[src/fcrd_pkg.sv]
`default_nettype none
package fcrd_pkg;
   // ----------------------------------------------------------------
   // symbol codes, X is five bits and Y three bits of the 8-bit symbol
   // ----------------------------------------------------------------
   localparam logic [4:0] COMMA_X = 5'h1C;
   localparam logic [2:0] COMMA_Y = 3'h3;
   localparam logic [4:0] X_BCR = 5'h01;
   localparam logic [4:0] X_ACQ = 5'h02;
   localparam logic [4:0] X_RO = 5'h03;
   localparam logic [4:0] X_CAL = 5'h0B;
   localparam logic [2:0] Y_BCR = 3'h1;
   localparam logic [2:0] Y_START_INT = 3'h1;
   localparam logic [2:0] Y_START_EXT = 3'h2;
   localparam logic [2:0] Y_STOP = 3'h3;
   localparam logic [2:0] Y_RO_HALT = 3'h1;
   localparam logic [2:0] Y_RO_RESUME = 3'h2;
   localparam logic [2:0] Y_CAL_LO = 3'h1;
   localparam logic [2:0] Y_CAL_HI = 3'h4;
   localparam logic [4:0] DET_X_LO = 5'h05;
   localparam logic [4:0] DET_X_HI = 5'h0D;
   localparam logic [4:0] ID_X_LO = 5'h0F;
   localparam logic [4:0] ID_X_HI = 5'h11;
   // ----------------------------------------------------------------
   // command register layout
   // ----------------------------------------------------------------
   localparam logic [15:0] CMD_RESET = 16'h0000;
   localparam int BCR_BIT = 0;
   localparam int START_INT_BIT = 0;
   localparam int START_EXT_BIT = 1;
   localparam int STOP_BIT = 2;
   localparam int RO_HALT_BIT = 0;
   localparam int RO_RESUME_BIT = 1;
   localparam int CAL_BITS = 4;
   localparam logic [2:0] BCR_HOLD_CYCLES = 3'h4;
   localparam logic [2:0] BCR_LAST = 3'h1;
   // ----------------------------------------------------------------
   // types
   // ----------------------------------------------------------------
   typedef struct packed {
      logic is_k;
      logic [4:0] x;
      logic [2:0] y;
   } fcrd_sym_s;
   typedef enum logic {PARSE_IDLE, PARSE_ARMED} fcrd_parse_e;

   function automatic logic fcrd_in_range(input logic [4:0] v,
                                          input logic [4:0] lo,
                                          input logic [4:0] hi);
      fcrd_in_range = (v >= lo) && (v <= hi);
   endfunction

   function automatic logic fcrd_is_comma(input fcrd_sym_s s);
      fcrd_is_comma = s.is_k && (s.x == COMMA_X) && (s.y == COMMA_Y);
   endfunction
endpackage
`default_nettype wire
[src/fcrd_decoder.sv]
// What this block does
// - only fast command frames are decoded by this block; block commands pass.
// - the X field of the command word picks the command register.
// - command registers are 16 bits; unused upper bits read zero.
// - fast command bits are set-only from the link side.
// - all command bits are zero after reset.
// - words follow comma K28.3; D1.1 resets the bunch counter.
// - D2.1 starts acquisition with internal trigger.
// - D2.2 starts with external trigger; D2.3 stops acquisition.
// - D3.1 halts readout; D3.2 resumes it.
// - detector ranges and identifier range are passed out undecoded.
// - D11.1 to D11.4 start calibration runs, four flavours.
// - bunch reset bit holds four clock cycles, then self-clears.
// - command registers have no read path; status shown separately.
// - a sticky status bit reports bunch-counter reset.
// - stop bit halts acquisition and self-clears after execution.
// - external start bit starts acquisition and self-clears.
// - internal start bit starts acquisition and self-clears.
// - any start moves the device to active mode.
// - resume bit resumes readout and self-clears.
// - halt bit halts readout and self-clears.
// - a zero bit causes no action.
// - comma K28.3 marks the next data symbol as command word.
// - symbol is X in bits 7..3 followed by Y in bits 2..0.
// - block transfer type modifier forwarded as register address.
`timescale 1ns/1ps
`default_nettype none
module fcrd_decoder (
   input wire logic clk,
   input wire logic reset_n,
   input wire logic link_clk,
   input wire fcrd_pkg::fcrd_sym_s link_sym,
   input wire logic status_clear,
   input wire logic bt_cmd_valid,
   input wire logic [15:0] bt_type_modifier,
   output logic bunch_counter_clear_bit,
   output logic acq_start_int,
   output logic acq_start_ext,
   output logic acq_stop,
   output logic ro_halt,
   output logic ro_resume,
   output logic [3:0] cal_start,
   output logic active_mode,
   output logic ro_halted,
   output logic status_bunch_reset,
   output logic reserved_cmd_valid,
   output fcrd_pkg::fcrd_sym_s reserved_cmd,
   output logic bt_sel_valid,
   output logic [15:0] bt_sel_addr
);
   // ----------------------------------------------------------------
   // link sampling
   // ----------------------------------------------------------------
   // link clock is 8x slower than clk, so plain edge finding suffices
   logic lclk_s1, lclk_s2, lclk_s3;
   fcrd_pkg::fcrd_sym_s sym_s1, sym_s2;
   logic link_rise;

   always_ff @(posedge clk or negedge reset_n) begin
      if (!reset_n) begin
         lclk_s1 <= 1'b0;
         lclk_s2 <= 1'b0;
         lclk_s3 <= 1'b0;
         sym_s1 <= '0;
         sym_s2 <= '0;
      end else begin
         lclk_s1 <= link_clk;
         lclk_s2 <= lclk_s1;
         lclk_s3 <= lclk_s2;
         sym_s1 <= link_sym;
         sym_s2 <= sym_s1;
      end
   end

   assign link_rise = lclk_s2 && !lclk_s3;

   // ----------------------------------------------------------------
   // frame parsing
   // ----------------------------------------------------------------
   fcrd_pkg::fcrd_parse_e parse_reg;
   logic word_fire;
   logic [4:0] wx;
   logic [2:0] wy;

   always_ff @(posedge clk or negedge reset_n) begin
      if (!reset_n) begin
         parse_reg <= fcrd_pkg::PARSE_IDLE;
      end else if (link_rise) begin
         case (parse_reg)
            fcrd_pkg::PARSE_IDLE: begin
               if (fcrd_pkg::fcrd_is_comma(sym_s2)) begin
                  parse_reg <= fcrd_pkg::PARSE_ARMED;
               end
            end
            fcrd_pkg::PARSE_ARMED: begin
               if (!fcrd_pkg::fcrd_is_comma(sym_s2)) begin
                  parse_reg <= fcrd_pkg::PARSE_IDLE;
               end
            end
            default: parse_reg <= fcrd_pkg::PARSE_IDLE;
         endcase
      end
   end

   // a K symbol other than a repeated comma aborts; only a D symbol is a command
   assign word_fire = link_rise && (parse_reg == fcrd_pkg::PARSE_ARMED) &&
                      !sym_s2.is_k;
   assign wx = sym_s2.x;
   assign wy = sym_s2.y;

   // ----------------------------------------------------------------
   // command decode
   // ----------------------------------------------------------------
   logic set_bcr, set_sint, set_sext, set_stop, set_halt, set_res;
   logic [3:0] set_cal;
   logic cal_hit, known;

   always_comb begin
      set_bcr = word_fire && (wx == fcrd_pkg::X_BCR) &&
                (wy == fcrd_pkg::Y_BCR);
      set_sint = word_fire && (wx == fcrd_pkg::X_ACQ) &&
                 (wy == fcrd_pkg::Y_START_INT);
      set_sext = word_fire && (wx == fcrd_pkg::X_ACQ) &&
                 (wy == fcrd_pkg::Y_START_EXT);
      set_stop = word_fire && (wx == fcrd_pkg::X_ACQ) &&
                 (wy == fcrd_pkg::Y_STOP);
      set_halt = word_fire && (wx == fcrd_pkg::X_RO) &&
                 (wy == fcrd_pkg::Y_RO_HALT);
      set_res = word_fire && (wx == fcrd_pkg::X_RO) &&
                (wy == fcrd_pkg::Y_RO_RESUME);
      cal_hit = word_fire && (wx == fcrd_pkg::X_CAL) &&
                (wy >= fcrd_pkg::Y_CAL_LO) &&
                (wy <= fcrd_pkg::Y_CAL_HI);
      set_cal = 4'h0;
      if (cal_hit) begin
         set_cal[2'(wy - fcrd_pkg::Y_CAL_LO)] = 1'b1;
      end
      known = set_bcr || set_sint || set_sext || set_stop ||
              set_halt || set_res || cal_hit;
   end

   // ----------------------------------------------------------------
   // command registers, set-only from the link, cleared by execution
   // ----------------------------------------------------------------
   // no read path exists; software sees only the status outputs
   logic [15:0] bcr_cmd_reg, acq_cmd_reg, ro_cmd_reg, cal_cmd_reg;
   logic [2:0] bcr_cnt_reg;

   // a fresh D1.1 during the hold restarts the four-cycle window
   always_ff @(posedge clk or negedge reset_n) begin
      if (!reset_n) begin
         bcr_cmd_reg <= fcrd_pkg::CMD_RESET;
         bcr_cnt_reg <= 3'h0;
      end else if (set_bcr) begin
         bcr_cmd_reg[fcrd_pkg::BCR_BIT] <= 1'b1;
         bcr_cnt_reg <= fcrd_pkg::BCR_HOLD_CYCLES;
      end else if (bcr_cmd_reg[fcrd_pkg::BCR_BIT]) begin
         if (bcr_cnt_reg == fcrd_pkg::BCR_LAST) begin
            bcr_cmd_reg[fcrd_pkg::BCR_BIT] <= 1'b0;
         end
         bcr_cnt_reg <= bcr_cnt_reg - 3'h1;
      end
   end

   // each set bit executes in the cycle it is seen, then clears;
   // a new set in that same cycle wins over the clear
   always_ff @(posedge clk or negedge reset_n) begin
      if (!reset_n) begin
         acq_cmd_reg <= fcrd_pkg::CMD_RESET;
      end else begin
         acq_cmd_reg[fcrd_pkg::START_INT_BIT] <= set_sint;
         acq_cmd_reg[fcrd_pkg::START_EXT_BIT] <= set_sext;
         acq_cmd_reg[fcrd_pkg::STOP_BIT] <= set_stop;
      end
   end

   always_ff @(posedge clk or negedge reset_n) begin
      if (!reset_n) begin
         ro_cmd_reg <= fcrd_pkg::CMD_RESET;
      end else begin
         ro_cmd_reg[fcrd_pkg::RO_HALT_BIT] <= set_halt;
         ro_cmd_reg[fcrd_pkg::RO_RESUME_BIT] <= set_res;
      end
   end

   always_ff @(posedge clk or negedge reset_n) begin
      if (!reset_n) begin
         cal_cmd_reg <= fcrd_pkg::CMD_RESET;
      end else begin
         cal_cmd_reg[fcrd_pkg::CAL_BITS-1:0] <= set_cal;
      end
   end

   // ----------------------------------------------------------------
   // execution and state
   // ----------------------------------------------------------------
   always_ff @(posedge clk or negedge reset_n) begin
      if (!reset_n) begin
         active_mode <= 1'b0;
      end else if (acq_cmd_reg[fcrd_pkg::STOP_BIT]) begin
         active_mode <= 1'b0;
      end else if (acq_cmd_reg[fcrd_pkg::START_INT_BIT] ||
                   acq_cmd_reg[fcrd_pkg::START_EXT_BIT] ||
                   (cal_cmd_reg[fcrd_pkg::CAL_BITS-1:0] != 4'h0)) begin
         active_mode <= 1'b1;
      end
   end

   always_ff @(posedge clk or negedge reset_n) begin
      if (!reset_n) begin
         ro_halted <= 1'b0;
      end else if (ro_cmd_reg[fcrd_pkg::RO_HALT_BIT]) begin
         ro_halted <= 1'b1;
      end else if (ro_cmd_reg[fcrd_pkg::RO_RESUME_BIT]) begin
         ro_halted <= 1'b0;
      end
   end

   // set wins over a clear arriving in the same cycle
   always_ff @(posedge clk or negedge reset_n) begin
      if (!reset_n) begin
         status_bunch_reset <= 1'b0;
      end else if (set_bcr) begin
         status_bunch_reset <= 1'b1;
      end else if (status_clear) begin
         status_bunch_reset <= 1'b0;
      end
   end

   // reserved ranges go out for detector-specific logic elsewhere
   always_ff @(posedge clk or negedge reset_n) begin
      if (!reset_n) begin
         reserved_cmd_valid <= 1'b0;
         reserved_cmd <= '0;
      end else begin
         reserved_cmd_valid <= word_fire && !known &&
            (fcrd_pkg::fcrd_in_range(wx, fcrd_pkg::DET_X_LO,
                                     fcrd_pkg::DET_X_HI) ||
             fcrd_pkg::fcrd_in_range(wx, fcrd_pkg::ID_X_LO,
                                     fcrd_pkg::ID_X_HI));
         if (word_fire) begin
            reserved_cmd <= sym_s2;
         end
      end
   end

   // block commands are not decoded here, only their address passes
   always_ff @(posedge clk or negedge reset_n) begin
      if (!reset_n) begin
         bt_sel_valid <= 1'b0;
         bt_sel_addr <= 16'h0000;
      end else begin
         bt_sel_valid <= bt_cmd_valid;
         if (bt_cmd_valid) begin
            bt_sel_addr <= bt_type_modifier;
         end
      end
   end

   // zero bits drive nothing: outputs are the bits themselves
   assign bunch_counter_clear_bit = bcr_cmd_reg[fcrd_pkg::BCR_BIT];
   assign acq_start_int = acq_cmd_reg[fcrd_pkg::START_INT_BIT];
   assign acq_start_ext = acq_cmd_reg[fcrd_pkg::START_EXT_BIT];
   assign acq_stop = acq_cmd_reg[fcrd_pkg::STOP_BIT];
   assign ro_halt = ro_cmd_reg[fcrd_pkg::RO_HALT_BIT];
   assign ro_resume = ro_cmd_reg[fcrd_pkg::RO_RESUME_BIT];
   assign cal_start = cal_cmd_reg[fcrd_pkg::CAL_BITS-1:0];

   // ----------------------------------------------------------------
   // assertions
   // ----------------------------------------------------------------
   bcr_hold_four_a: assert property (
      @(posedge clk) disable iff (!reset_n)
      $rose(bunch_counter_clear_bit) |-> bunch_counter_clear_bit[*4])
      else $error("bunch reset shorter than four cycles");

   bcr_self_clear_a: assert property (
      @(posedge clk) disable iff (!reset_n)
      $rose(bunch_counter_clear_bit) ##3 !set_bcr && !$past(set_bcr) &&
      !$past(set_bcr, 2) && !$past(set_bcr, 3) |=> !bunch_counter_clear_bit)
      else $error("bunch reset not cleared after four cycles");

   start_self_clear_a: assert property (
      @(posedge clk) disable iff (!reset_n)
      (acq_start_int || acq_start_ext) && !set_sint && !set_sext |=>
      !acq_start_int && !acq_start_ext)
      else $error("start bit did not clear itself");

   start_active_a: assert property (
      @(posedge clk) disable iff (!reset_n)
      (acq_start_int || acq_start_ext || cal_start != 4'h0) |=> active_mode)
      else $error("start did not enter active mode");

   stop_leaves_a: assert property (
      @(posedge clk) disable iff (!reset_n)
      acq_stop |=> !active_mode && !acq_stop)
      else $error("stop did not leave active mode");

   halt_resume_a: assert property (
      @(posedge clk) disable iff (!reset_n)
      (ro_halt |=> ro_halted) and (ro_resume && !ro_halt |=> !ro_halted))
      else $error("readout halt or resume not executed");

   comma_gate_a: assert property (
      @(posedge clk) disable iff (!reset_n)
      $rose(acq_start_int) |-> $past(parse_reg) == fcrd_pkg::PARSE_ARMED)
      else $error("command taken without preceding comma");

   unknown_quiet_a: assert property (
      @(posedge clk) disable iff (!reset_n)
      word_fire && !(wx == fcrd_pkg::X_BCR && wy == fcrd_pkg::Y_BCR) &&
      !(wx == fcrd_pkg::X_ACQ && wy >= fcrd_pkg::Y_START_INT &&
        wy <= fcrd_pkg::Y_STOP) &&
      !(wx == fcrd_pkg::X_RO && wy >= fcrd_pkg::Y_RO_HALT &&
        wy <= fcrd_pkg::Y_RO_RESUME) &&
      !(wx == fcrd_pkg::X_CAL && wy >= fcrd_pkg::Y_CAL_LO &&
        wy <= fcrd_pkg::Y_CAL_HI) |=>
      !$rose(bunch_counter_clear_bit) && !acq_start_int && !acq_start_ext &&
      !acq_stop && !ro_halt && !ro_resume && cal_start == 4'h0)
      else $error("unassigned word changed a command bit");

   reserved_zero_a: assert property (
      @(posedge clk) disable iff (!reset_n)
      acq_cmd_reg[15:3] == 13'h0 && ro_cmd_reg[15:2] == 14'h0 &&
      bcr_cmd_reg[15:1] == 15'h0 && cal_cmd_reg[15:4] == 12'h0)
      else $error("reserved command bits not zero");

   status_set_a: assert property (
      @(posedge clk) disable iff (!reset_n)
      set_bcr |=> status_bunch_reset ##0 bunch_counter_clear_bit)
      else $error("bunch reset status not raised");
endmodule
`default_nettype wire

[config.mk]
export PLATFORM = sky130hd
export DESIGN_NAME = fcrd_decoder
export DESIGN_NICKNAME = d
export VERILOG_FILES = /design/src/fcrd_pkg.sv /design/src/fcrd_decoder.sv
export SDC_FILE = /design/constraint.sdc
export NUM_CORES = 1
export LEC_CHECK = 0
export ABC_AREA = 1
export BUFFER_PORTS_ARGS = -buffer_cell sky130_fd_sc_hd__buf_4
export CORE_MARGIN = 1
export CORE_UTILIZATION = 30
export CTS_BUF_LIST = sky130_fd_sc_hd__clkbuf_16
export CTS_CLUSTER_DIAMETER = 50
export DETAILED_ROUTE_END_ITERATION = 12
export GPL_ROUTABILITY_DRIVEN = 0
export PLACE_DENSITY = 0.61
export SETUP_SLACK_MARGIN = 0.05
export SYNTH_ARGS = -nofsm -noshare
export SYNTH_HDL_FRONTEND = slang
export SYNTH_SLANG_ARGS = --single-unit
[constraint.sdc]
create_clock -name clk -period 1.27 [get_ports clk]
set_clock_uncertainty 0.1 [all_clocks]
set_input_delay 0.0635 -clock clk [delete_from_list [all_inputs] [get_ports clk]]
set_output_delay 0.0635 -clock clk [all_outputs]
set_load 0.1 [all_outputs]
==> After elaboration in Yosys (flattened, before gate mapping) <==
Cells that the tools add are included.
{ "totals": {"regBits": 65, "output_inout_bits": 40} }
{ "classes": {"n_eq_ne": 9, "order_cmp": 8, "n_reduce_logical": 39, "n_addsub": 2, "muxes": 15} }
{ "ops": {"columns": ["op", "n"], "rows": [
  ["$logic_and 1x1->1", 22],
  ["$mux 1", 11],
  ["$eq 5x2->1 const B", 2],
  ["$logic_or 1x1->1", 9],
  ["$reduce_bool 2->1", 4],
  ["$eq 3x1->1 const B", 2],
  ["$eq 3x2->1 const B", 2],
  ["$mux 3", 2],
  ["$eq 5x1->1 const B", 1],
  ["$eq 5x4->1 const B", 1],
  ["$eq 5x5->1 const B", 1],
  ["$ge 5x3->1 const B", 1],
  ["$ge 5x4->1 const B", 1],
  ["$le 5x4->1 const B", 1],
  ["$le 5x5->1 const B", 1],
  ["$mux 4", 1],
  ["$reduce_bool 4->1", 1],
  ["$ge 3x1->1 const B", 1],
  ["$le 3x3->1 const B", 1],
  ["$logic_not 1->1", 3],
  ["$lt 2x3->1 const B", 1],
  ["$sub 3x1->3 const B", 1],
  ["$demux 1 s2", 1],
  ["$ge 2x1->1 const B", 1],
  ["$sub 2x1->2 const B", 1]
]} }

==> Depth between registers and ports, before layout <==
Gate-level depths: netlist of the first run.
{ "logic_depth": {"ltp_word": 15, "mapped_depth": 6, "depth_no_buf": 6} }

==> Worst setup path after synthesis of the first run <==
Ideal clock, no wire load.
{ "synth_path": {"kind": "reg2reg", "start": "reg bcr_cmd_reg[0], in the netlist bunch_counter_clear_bit", "end": "reg bcr_cnt_reg[2]", "synth_period_minus_slack_ns": 1.537, "setup_time_ns": 0.119, "arrival_ns": 1.318, "setup_slack_ns": -0.267, "stages_incl_launch_ff": 4, "path_cell_list": "dfrtp_1 > nand2_1 > xor2_1 > nand2_1"} }
{ "synth_between": {"elab_chain_cells": 1} }
{ "synth_rtl": {"columns": ["item", "line", "rtl"], "rows": [
  ["from (decl)", "fcrd_decoder.sv:146", "logic [15:0] bcr_cmd_reg, acq_cmd_reg, ro_cmd_reg, cal_cmd_reg;"],
  ["from (signal assigned)", "fcrd_decoder.sv:152", "bcr_cmd_reg <= fcrd_pkg::CMD_RESET;"],
  ["$reduce_bool 2->1 (no line)", null, null],
  ["to (signal assigned)", "fcrd_decoder.sv:156", "bcr_cnt_reg <= fcrd_pkg::BCR_HOLD_CYCLES;"],
  ["to (signal assigned)", "fcrd_decoder.sv:161", "bcr_cnt_reg <= bcr_cnt_reg - 3'h1;"],
  ["to (decl)", "fcrd_decoder.sv:147", "logic [2:0] bcr_cnt_reg;"]
]} }
No other way between the ends.
A chain may end at the register's enable or synchronous reset.

==> Worst setup path in the final report of the first run <==
{ "layout_path": {"start": "reg sym_s2[8] (netlist name)", "end": "reg bcr_cmd_reg[0], in the netlist bunch_counter_clear_bit"} }
{ "layout_between": {"elab_chain_cells": 5} }
{ "layout_rtl": {"columns": ["item", "line", "rtl"], "rows": [
  ["from (decl)", "fcrd_decoder.sv:56", "fcrd_pkg::fcrd_sym_s sym_s1, sym_s2;"],
  ["from (signal assigned)", "fcrd_decoder.sv:71", "sym_s2 <= sym_s1;"],
  ["$logic_not 1->1", "fcrd_decoder.sv:107", "!sym_s2.is_k;"],
  ["$logic_and 1x1->1", "fcrd_decoder.sv:106", "assign word_fire = link_rise && (parse_reg == fcrd_pkg::PARSE_ARMED) &&"],
  ["$logic_and 1x1->1 (2 in series)", "fcrd_decoder.sv:119", "set_bcr = word_fire && (wx == fcrd_pkg::X_BCR) &&"],
  ["$mux 1", "fcrd_decoder.sv:154", "end else if (set_bcr) begin"]
]} }
No other way between the ends.

==> results of run 1 <==
## critical path, cell delays in order (launching register included)
cell	delay [ns]
dfrtp_1	0.42
nor2_4	0.18
nand2_4	0.10
nor2_4	0.16
nand3_2	0.11
nand2_1	0.08
## through the flow
stage	std cells	setup slack, ns	hold WS [ns]	instance area (sq um)	util [%]
finish	427	0.0443	0.0421	3910	49.6
global route	427	-0.0125	0.0587	3910	49.6
floorplan	198	0.118	-0.332	2550	-
detailed placement	369	0.0547	-0.158	3200	40.6
CTS	414	0.0512	0.0460	3770	47.7
global placement	369	0.0498	-0.158	3200	40.6
## final timing paths
path	from	end	depth (start not counted)
setup / recovery	sym_s2[8]	bunch_counter_clear_bit	5
hold / removal	reset_n	reserved_cmd[6]	2
setup reg to reg	sym_s2[8]	bunch_counter_clear_bit	5
hold reg to reg	sym_s1[8]	sym_s2[8]	0
max in group asynchronous	reset_n	bunch_counter_clear_bit	3
min in group clk	sym_s1[8]	sym_s2[8]	0
## power breakdown
part           internal (W)  switching (W)  leakage [nW]
Combinational      0.000287       0.000583         0.955
Clock               0.00131       0.000875         0.129
Sequential          0.00217      0.0000640         0.765
## area by class of cell
| type | count | area share [%] |
|---|---|---|
| Sequential cell | 65 | 42.9 |
| Timing Repair Buffer | 113 | 24.1 |
| Multi-Input combinational cell | 109 | 20.7 |
| Clock buffer | 9 | 5.76 |
| Tap cell | 102 | 3.26 |
| Inverter | 22 | 2.11 |
| Clock inverter | 7 | 1.18 |
## timing repair
action | 4_1_cts | 5_1_grt
hold buffers | 29 | 0
gates resized for setup | 1 | 18
gates cloned | 0 | 1
hold endpoints to repair | 93 | 0
endpoints found under the setup margin | 1 | 15
pin swaps | 0 | 8
buffers inserted | 0 | 12
## layout by cell type, fill, tap and decap left out, types with 2 or more instances in the layout
| master | netlist | final |
|---|---|---|
| nand2_2 | 5 | 6 |
| nand2_4 | 1 | 3 |
| clkinv_2 | 0 | 2 |
| o21ai_1 | 1 | 2 |
| clkbuf_16 | 0 | 9 |
| dfrtp_1 | 65 | 25 |
| inv_1 | 13 | 12 |
| a21oi_1 | 2 | 2 |
| mux2_4 | 10 | 10 |
| nor2_1 | 19 | 12 |
| nor2_4 | 4 | 6 |
| mux2_2 | 6 | 6 |
| o21ai_2 | 6 | 6 |
| nor3_1 | 2 | 2 |
| ha_1 | 2 | 2 |
| nor2_2 | 3 | 8 |
| inv_2 | 9 | 10 |
| nand2_1 | 28 | 26 |
| dlygate4sd3_1 | 0 | 29 |
| dfrtp_2 | 0 | 39 |
| buf_4 | 0 | 82 |
| clkinvlp_4 | 0 | 2 |
| nand3_1 | 4 | 4 |
| nand3_2 | 3 | 3 |
## layer usage
layer / vias to the layer above / share of wire, % / track usage (%)
met5: - / 0 / 0
met3: 6 / 7.6 / 6.42
met2: 63 / 49 / 21.1
met4: 0 / 1.0 / 3.59
li1: 872 / - / -
met1: 841 / 42 / 14.7
## logic make-up after synthesis
| group | share of synthesized area (%) |
|---|---|
| fa+ha+maj | 0.999 |
| xor+xnor | 0.700 |
| compound gates | 3.65 |
| simple gates | 15.9 |
| flops | 65.0 |
| buf+inv | 4.65 |
| mux | 9.10 |
==> results.txt, run 1 <==
Worst Max-Slew Pin Slew - 0.284 ns
Max Fanout on Critical Path - 5
Worst-path clk slew - 0.06 ns
# nets final - 352
Reg area - 1680 sq um
share of layout cells above drive strength 1 - 61.5%
Worst R2R Setup Slack - 0.04 ns
pwr dens - 1350 nW/um^2
Fmax - 816 MHz
Yosys warning count - 0
Post-synth ARST share - 100%
initial core utilization - 31.7%
Multi-input gate area - 810 sq um
leading area contributor after synthesis - dfrtp_1
RSZ-0062 raised after global routing - true
Global Route Usage Sum - 12.8%
vias per cell - 4.17
crit start category - flip-flop
setup violation total in the final timing report - 0
list of most frequent post-synthesis cells - dfrtp_1, nand2_1, nor2_1
slew margin rel. - 81.2%
DP HPWL - 3430 um
Syn Area/Cell - 12.6 sq um
Layout area overhead - 56.2%
CTS Root Cell - clkbuf_16
max FFs per register - 16
Detail Route Antenna Nets - 0
most common cell in the synthesized netlist - dfrtp_1
clk sink count - 65
CP Class - flip-flop to flip-flop
via count - 1782
DRT Pass-1 Iters - 4
Core ar. - 7890 sq um
fill count - 700
die area - 8720 sq um
DRC violations left - 0
Req. time, crit path - 1.43 ns
Synth cell types - 30
Antenna Cells - 0
Remaining Overflow, GRT - 0
WL per Instance - 12.0 um
status - finished clean
Worst setup EP type - flip-flop
max-slew violation count - 0
HP Class - input port to asynchronous set/reset pin
TritonCTS clock tree - done
max-cap violation count - 0
Hold Violations, Final - 0
IO buf count - 69
Synth Instances - 198
biggest registers after layout - bt_sel_addr x16, reserved_cmd x9, sym_s1 x9
Mapped Area - 2500 sq um
Chip Width - 93.4 um
largest net degree at the start of global routing - 50
Post-Synthesis Net Count - 230
post-synth top area share - 65.0%
std cell rows - 32
setup TNS - 0 ns
Die Ht - 93.4 um
final worst-path cycle share - 96.5%
post-synthesis sequential element count - 65
cell leakage power - 1.85 nW
Synth area leaders - dfrtp_1, mux2_4, nand2_1, nor2_1, mux2_2
vias in the first global route - 1819
Post-synth EDFFs - 0
DRT iter0 DRCs - 67
critical path data arrival time - 1.38 ns
H-tree Lvls - 3
main flop type after synthesis - dfrtp_1
Max clock buf depth - 2
total power - 0.00529 W
Period minus WS final - 1.23 ns
initial antenna violation count - 0
Largest Register - bt_sel_addr
CTS buffer count - 9
first-pass GRT wire length - 8430 um
Seq/Total Area, Yosys - 65.0%
final wirelength - 5110 um
Top Ports - 70
Clock Latency Late Sink - 0.32 ns
VDD IR max - 0.779 mV
(Power assumes the default switching activity.)
==> run 2: changes to the inputs <==
- BUFFER_PORTS_ARGS: -buffer_cell sky130_fd_sc_hd__buf_4 -> default
- DONT_BUFFER_PORTS: default -> 1
- PLACE_DENSITY: 0.61 -> 0.54
==> results.txt, run 2 (synthesis gave the netlist of run 1 again) <==
final setup margin - 0.0643 ns
Multi-input gate area - 798 sq um
initial core utilization - 31.7%
max-slew violation count - 0
HP Class - input port to asynchronous set/reset pin
CP startpoint - wx[3]
initial antenna violation count - 0
cell leakage power - 1.72 nW
final worst-path cycle share - 94.9%
commonest non-fill, non-tap cell in the layout - buf_4
Worst-path clk slew - 0.05 ns
via count - 1670
vias per cell - 4.23
vias in the first global route - 1761
VDD IR max - 0.988 mV
Detail Route Antenna Nets - 0
crit start category - flip-flop
first-pass GRT wire length - 8130 um
CP Class - flip-flop to flip-flop
Critical R2R Launch - wx[3]
Crit-path slowest cell - dfrtp_2
Period minus WS final - 1.21 ns
std cell rows - 32
Die Ht - 93.4 um
final wirelength - 4960 um
setup violation total in the final timing report - 0
DRC violations left - 0
Cell Chain, Critical Path - inv_2 -> nand2_2 -> nor2_4 -> nand2_2 -> nor2_4 -> nor2_1
die area - 8720 sq um
Worst R2R Path Depth - 6
Largest Register - bt_sel_addr
IO buf count - 0
max-cap violation count - 0
CTS Root Cell - clkbuf_16
Fmax - 829 MHz
max FFs per register - 16
clk sink count - 65
post-layout util - 46.7%
biggest registers after layout - bt_sel_addr x16, reserved_cmd x9, sym_s1 x9
critical path data arrival time - 1.31 ns
DRT Pass-1 Iters - 4
Chip Width - 93.4 um
Max clock buf depth - 2
CTS Hold Bufs - 27
Core ar. - 7890 sq um
Crit path largest cell delay - 0.44 ns
slew margin rel. - 81.1%
Max Fanout on Critical Path - 5
WL per Instance - 12.6 um
RSZ-0062 raised after global routing - true
status - complete, but fails checks
Worst setup EP type - flip-flop
Layout area overhead - 47.0%
Worst Max-Slew Pin Slew - 0.285 ns
Global Route Usage Sum - 12.6%
H-tree Lvls - 3
share of layout cells above drive strength 1 - 54.9%
most frequent cells in the layout - buf_4, dfrtp_2, nand2_1, dlygate4sd3_1, dfrtp_1
Clock Latency Late Sink - 0.32 ns
fill count - 725
Antenna Cells - 0
TritonCTS clock tree - done
Setup WS pre-CTS - 0.00626 ns
pwr dens - 1430 nW/um^2
Worst Hold Margin - -0.667 ns
DRT iter0 DRCs - 24
DP HPWL - 3200 um
Hold Violations, Final - 82
Remaining Overflow, GRT - 0
CTS buffer count - 9
Req. time, crit path - 1.38 ns
failing checks - negative hold slack
# nets final - 320
largest net degree at the start of global routing - 66
Top Ports - 70
Reg area - 1680 sq um
[run 2: cell type report]
type / count / share of cell area [%]
Clock buffer: 9 / 6.12
Clock inverter: 7 / 1.53
Inverter: 22 / 2.24
Multi-Input combinational cell: 108 / 21.7
Sequential cell: 65 / 45.6
Tap cell: 102 / 3.47
Timing Repair Buffer: 82 / 19.3
[run 2: path summary, 6_finish.rpt]
path | slack (ns) | end
setup / recovery | 0.06 | bcr_cnt_reg[0]
hold reg to reg | 0.24 | sym_s2[8]
min in group clk | -0.34 | bt_sel_valid
max in group asynchronous | 1.62 | wx[0]
setup reg to reg | 0.06 | bcr_cnt_reg[0]
hold / removal | -0.67 | cal_start[1]
[run 2: stage by stage]
step                total power (W)  cell area (sq um)  instances  TNS [ns]  hold slack, ns
global route                0.00547               3680        395  -0.00933          -0.683
global placement            0.00292               2970        338         0          -0.330
finish                      0.00528               3680        395         0          -0.667
floorplan                   0.00281               2550        198         0          -0.332
CTS                         0.00534               3630        391         0          -0.683
detailed placement          0.00293               2970        338         0          -0.330
[run 2: what timing repair did]
action | CTS | global route
pin swaps | 5 | 5
gates cloned | 0 | 0
endpoints found under the hold margin | 93 | 82
resized for setup | 4 | 8
setup buffers | 10 | 4
setup endpoints to repair | 4 | 20
[run 2: worst max-delay path, delay by kind of cell (launching register included)]
family        cells  cell delay (ns)
buf+inv           1             0.08
simple gates      5             0.47
flops             1             0.44
[run 2: layer usage]
metal,global-route usage [%],routed length (um),vias to the layer above
met3,5.85,412,9
met1,13.5,2040,791
li1,-,-,806
met4,5.77,81,0
met2,21.0,2420,64
met5,0,0,-
[run 2: power by group]
group	internal, W	switching, W
clock	0.00148	0.000806
sequential	0.00217	0.0000621
combinational	0.000231	0.000526
total	0.00389	0.00139
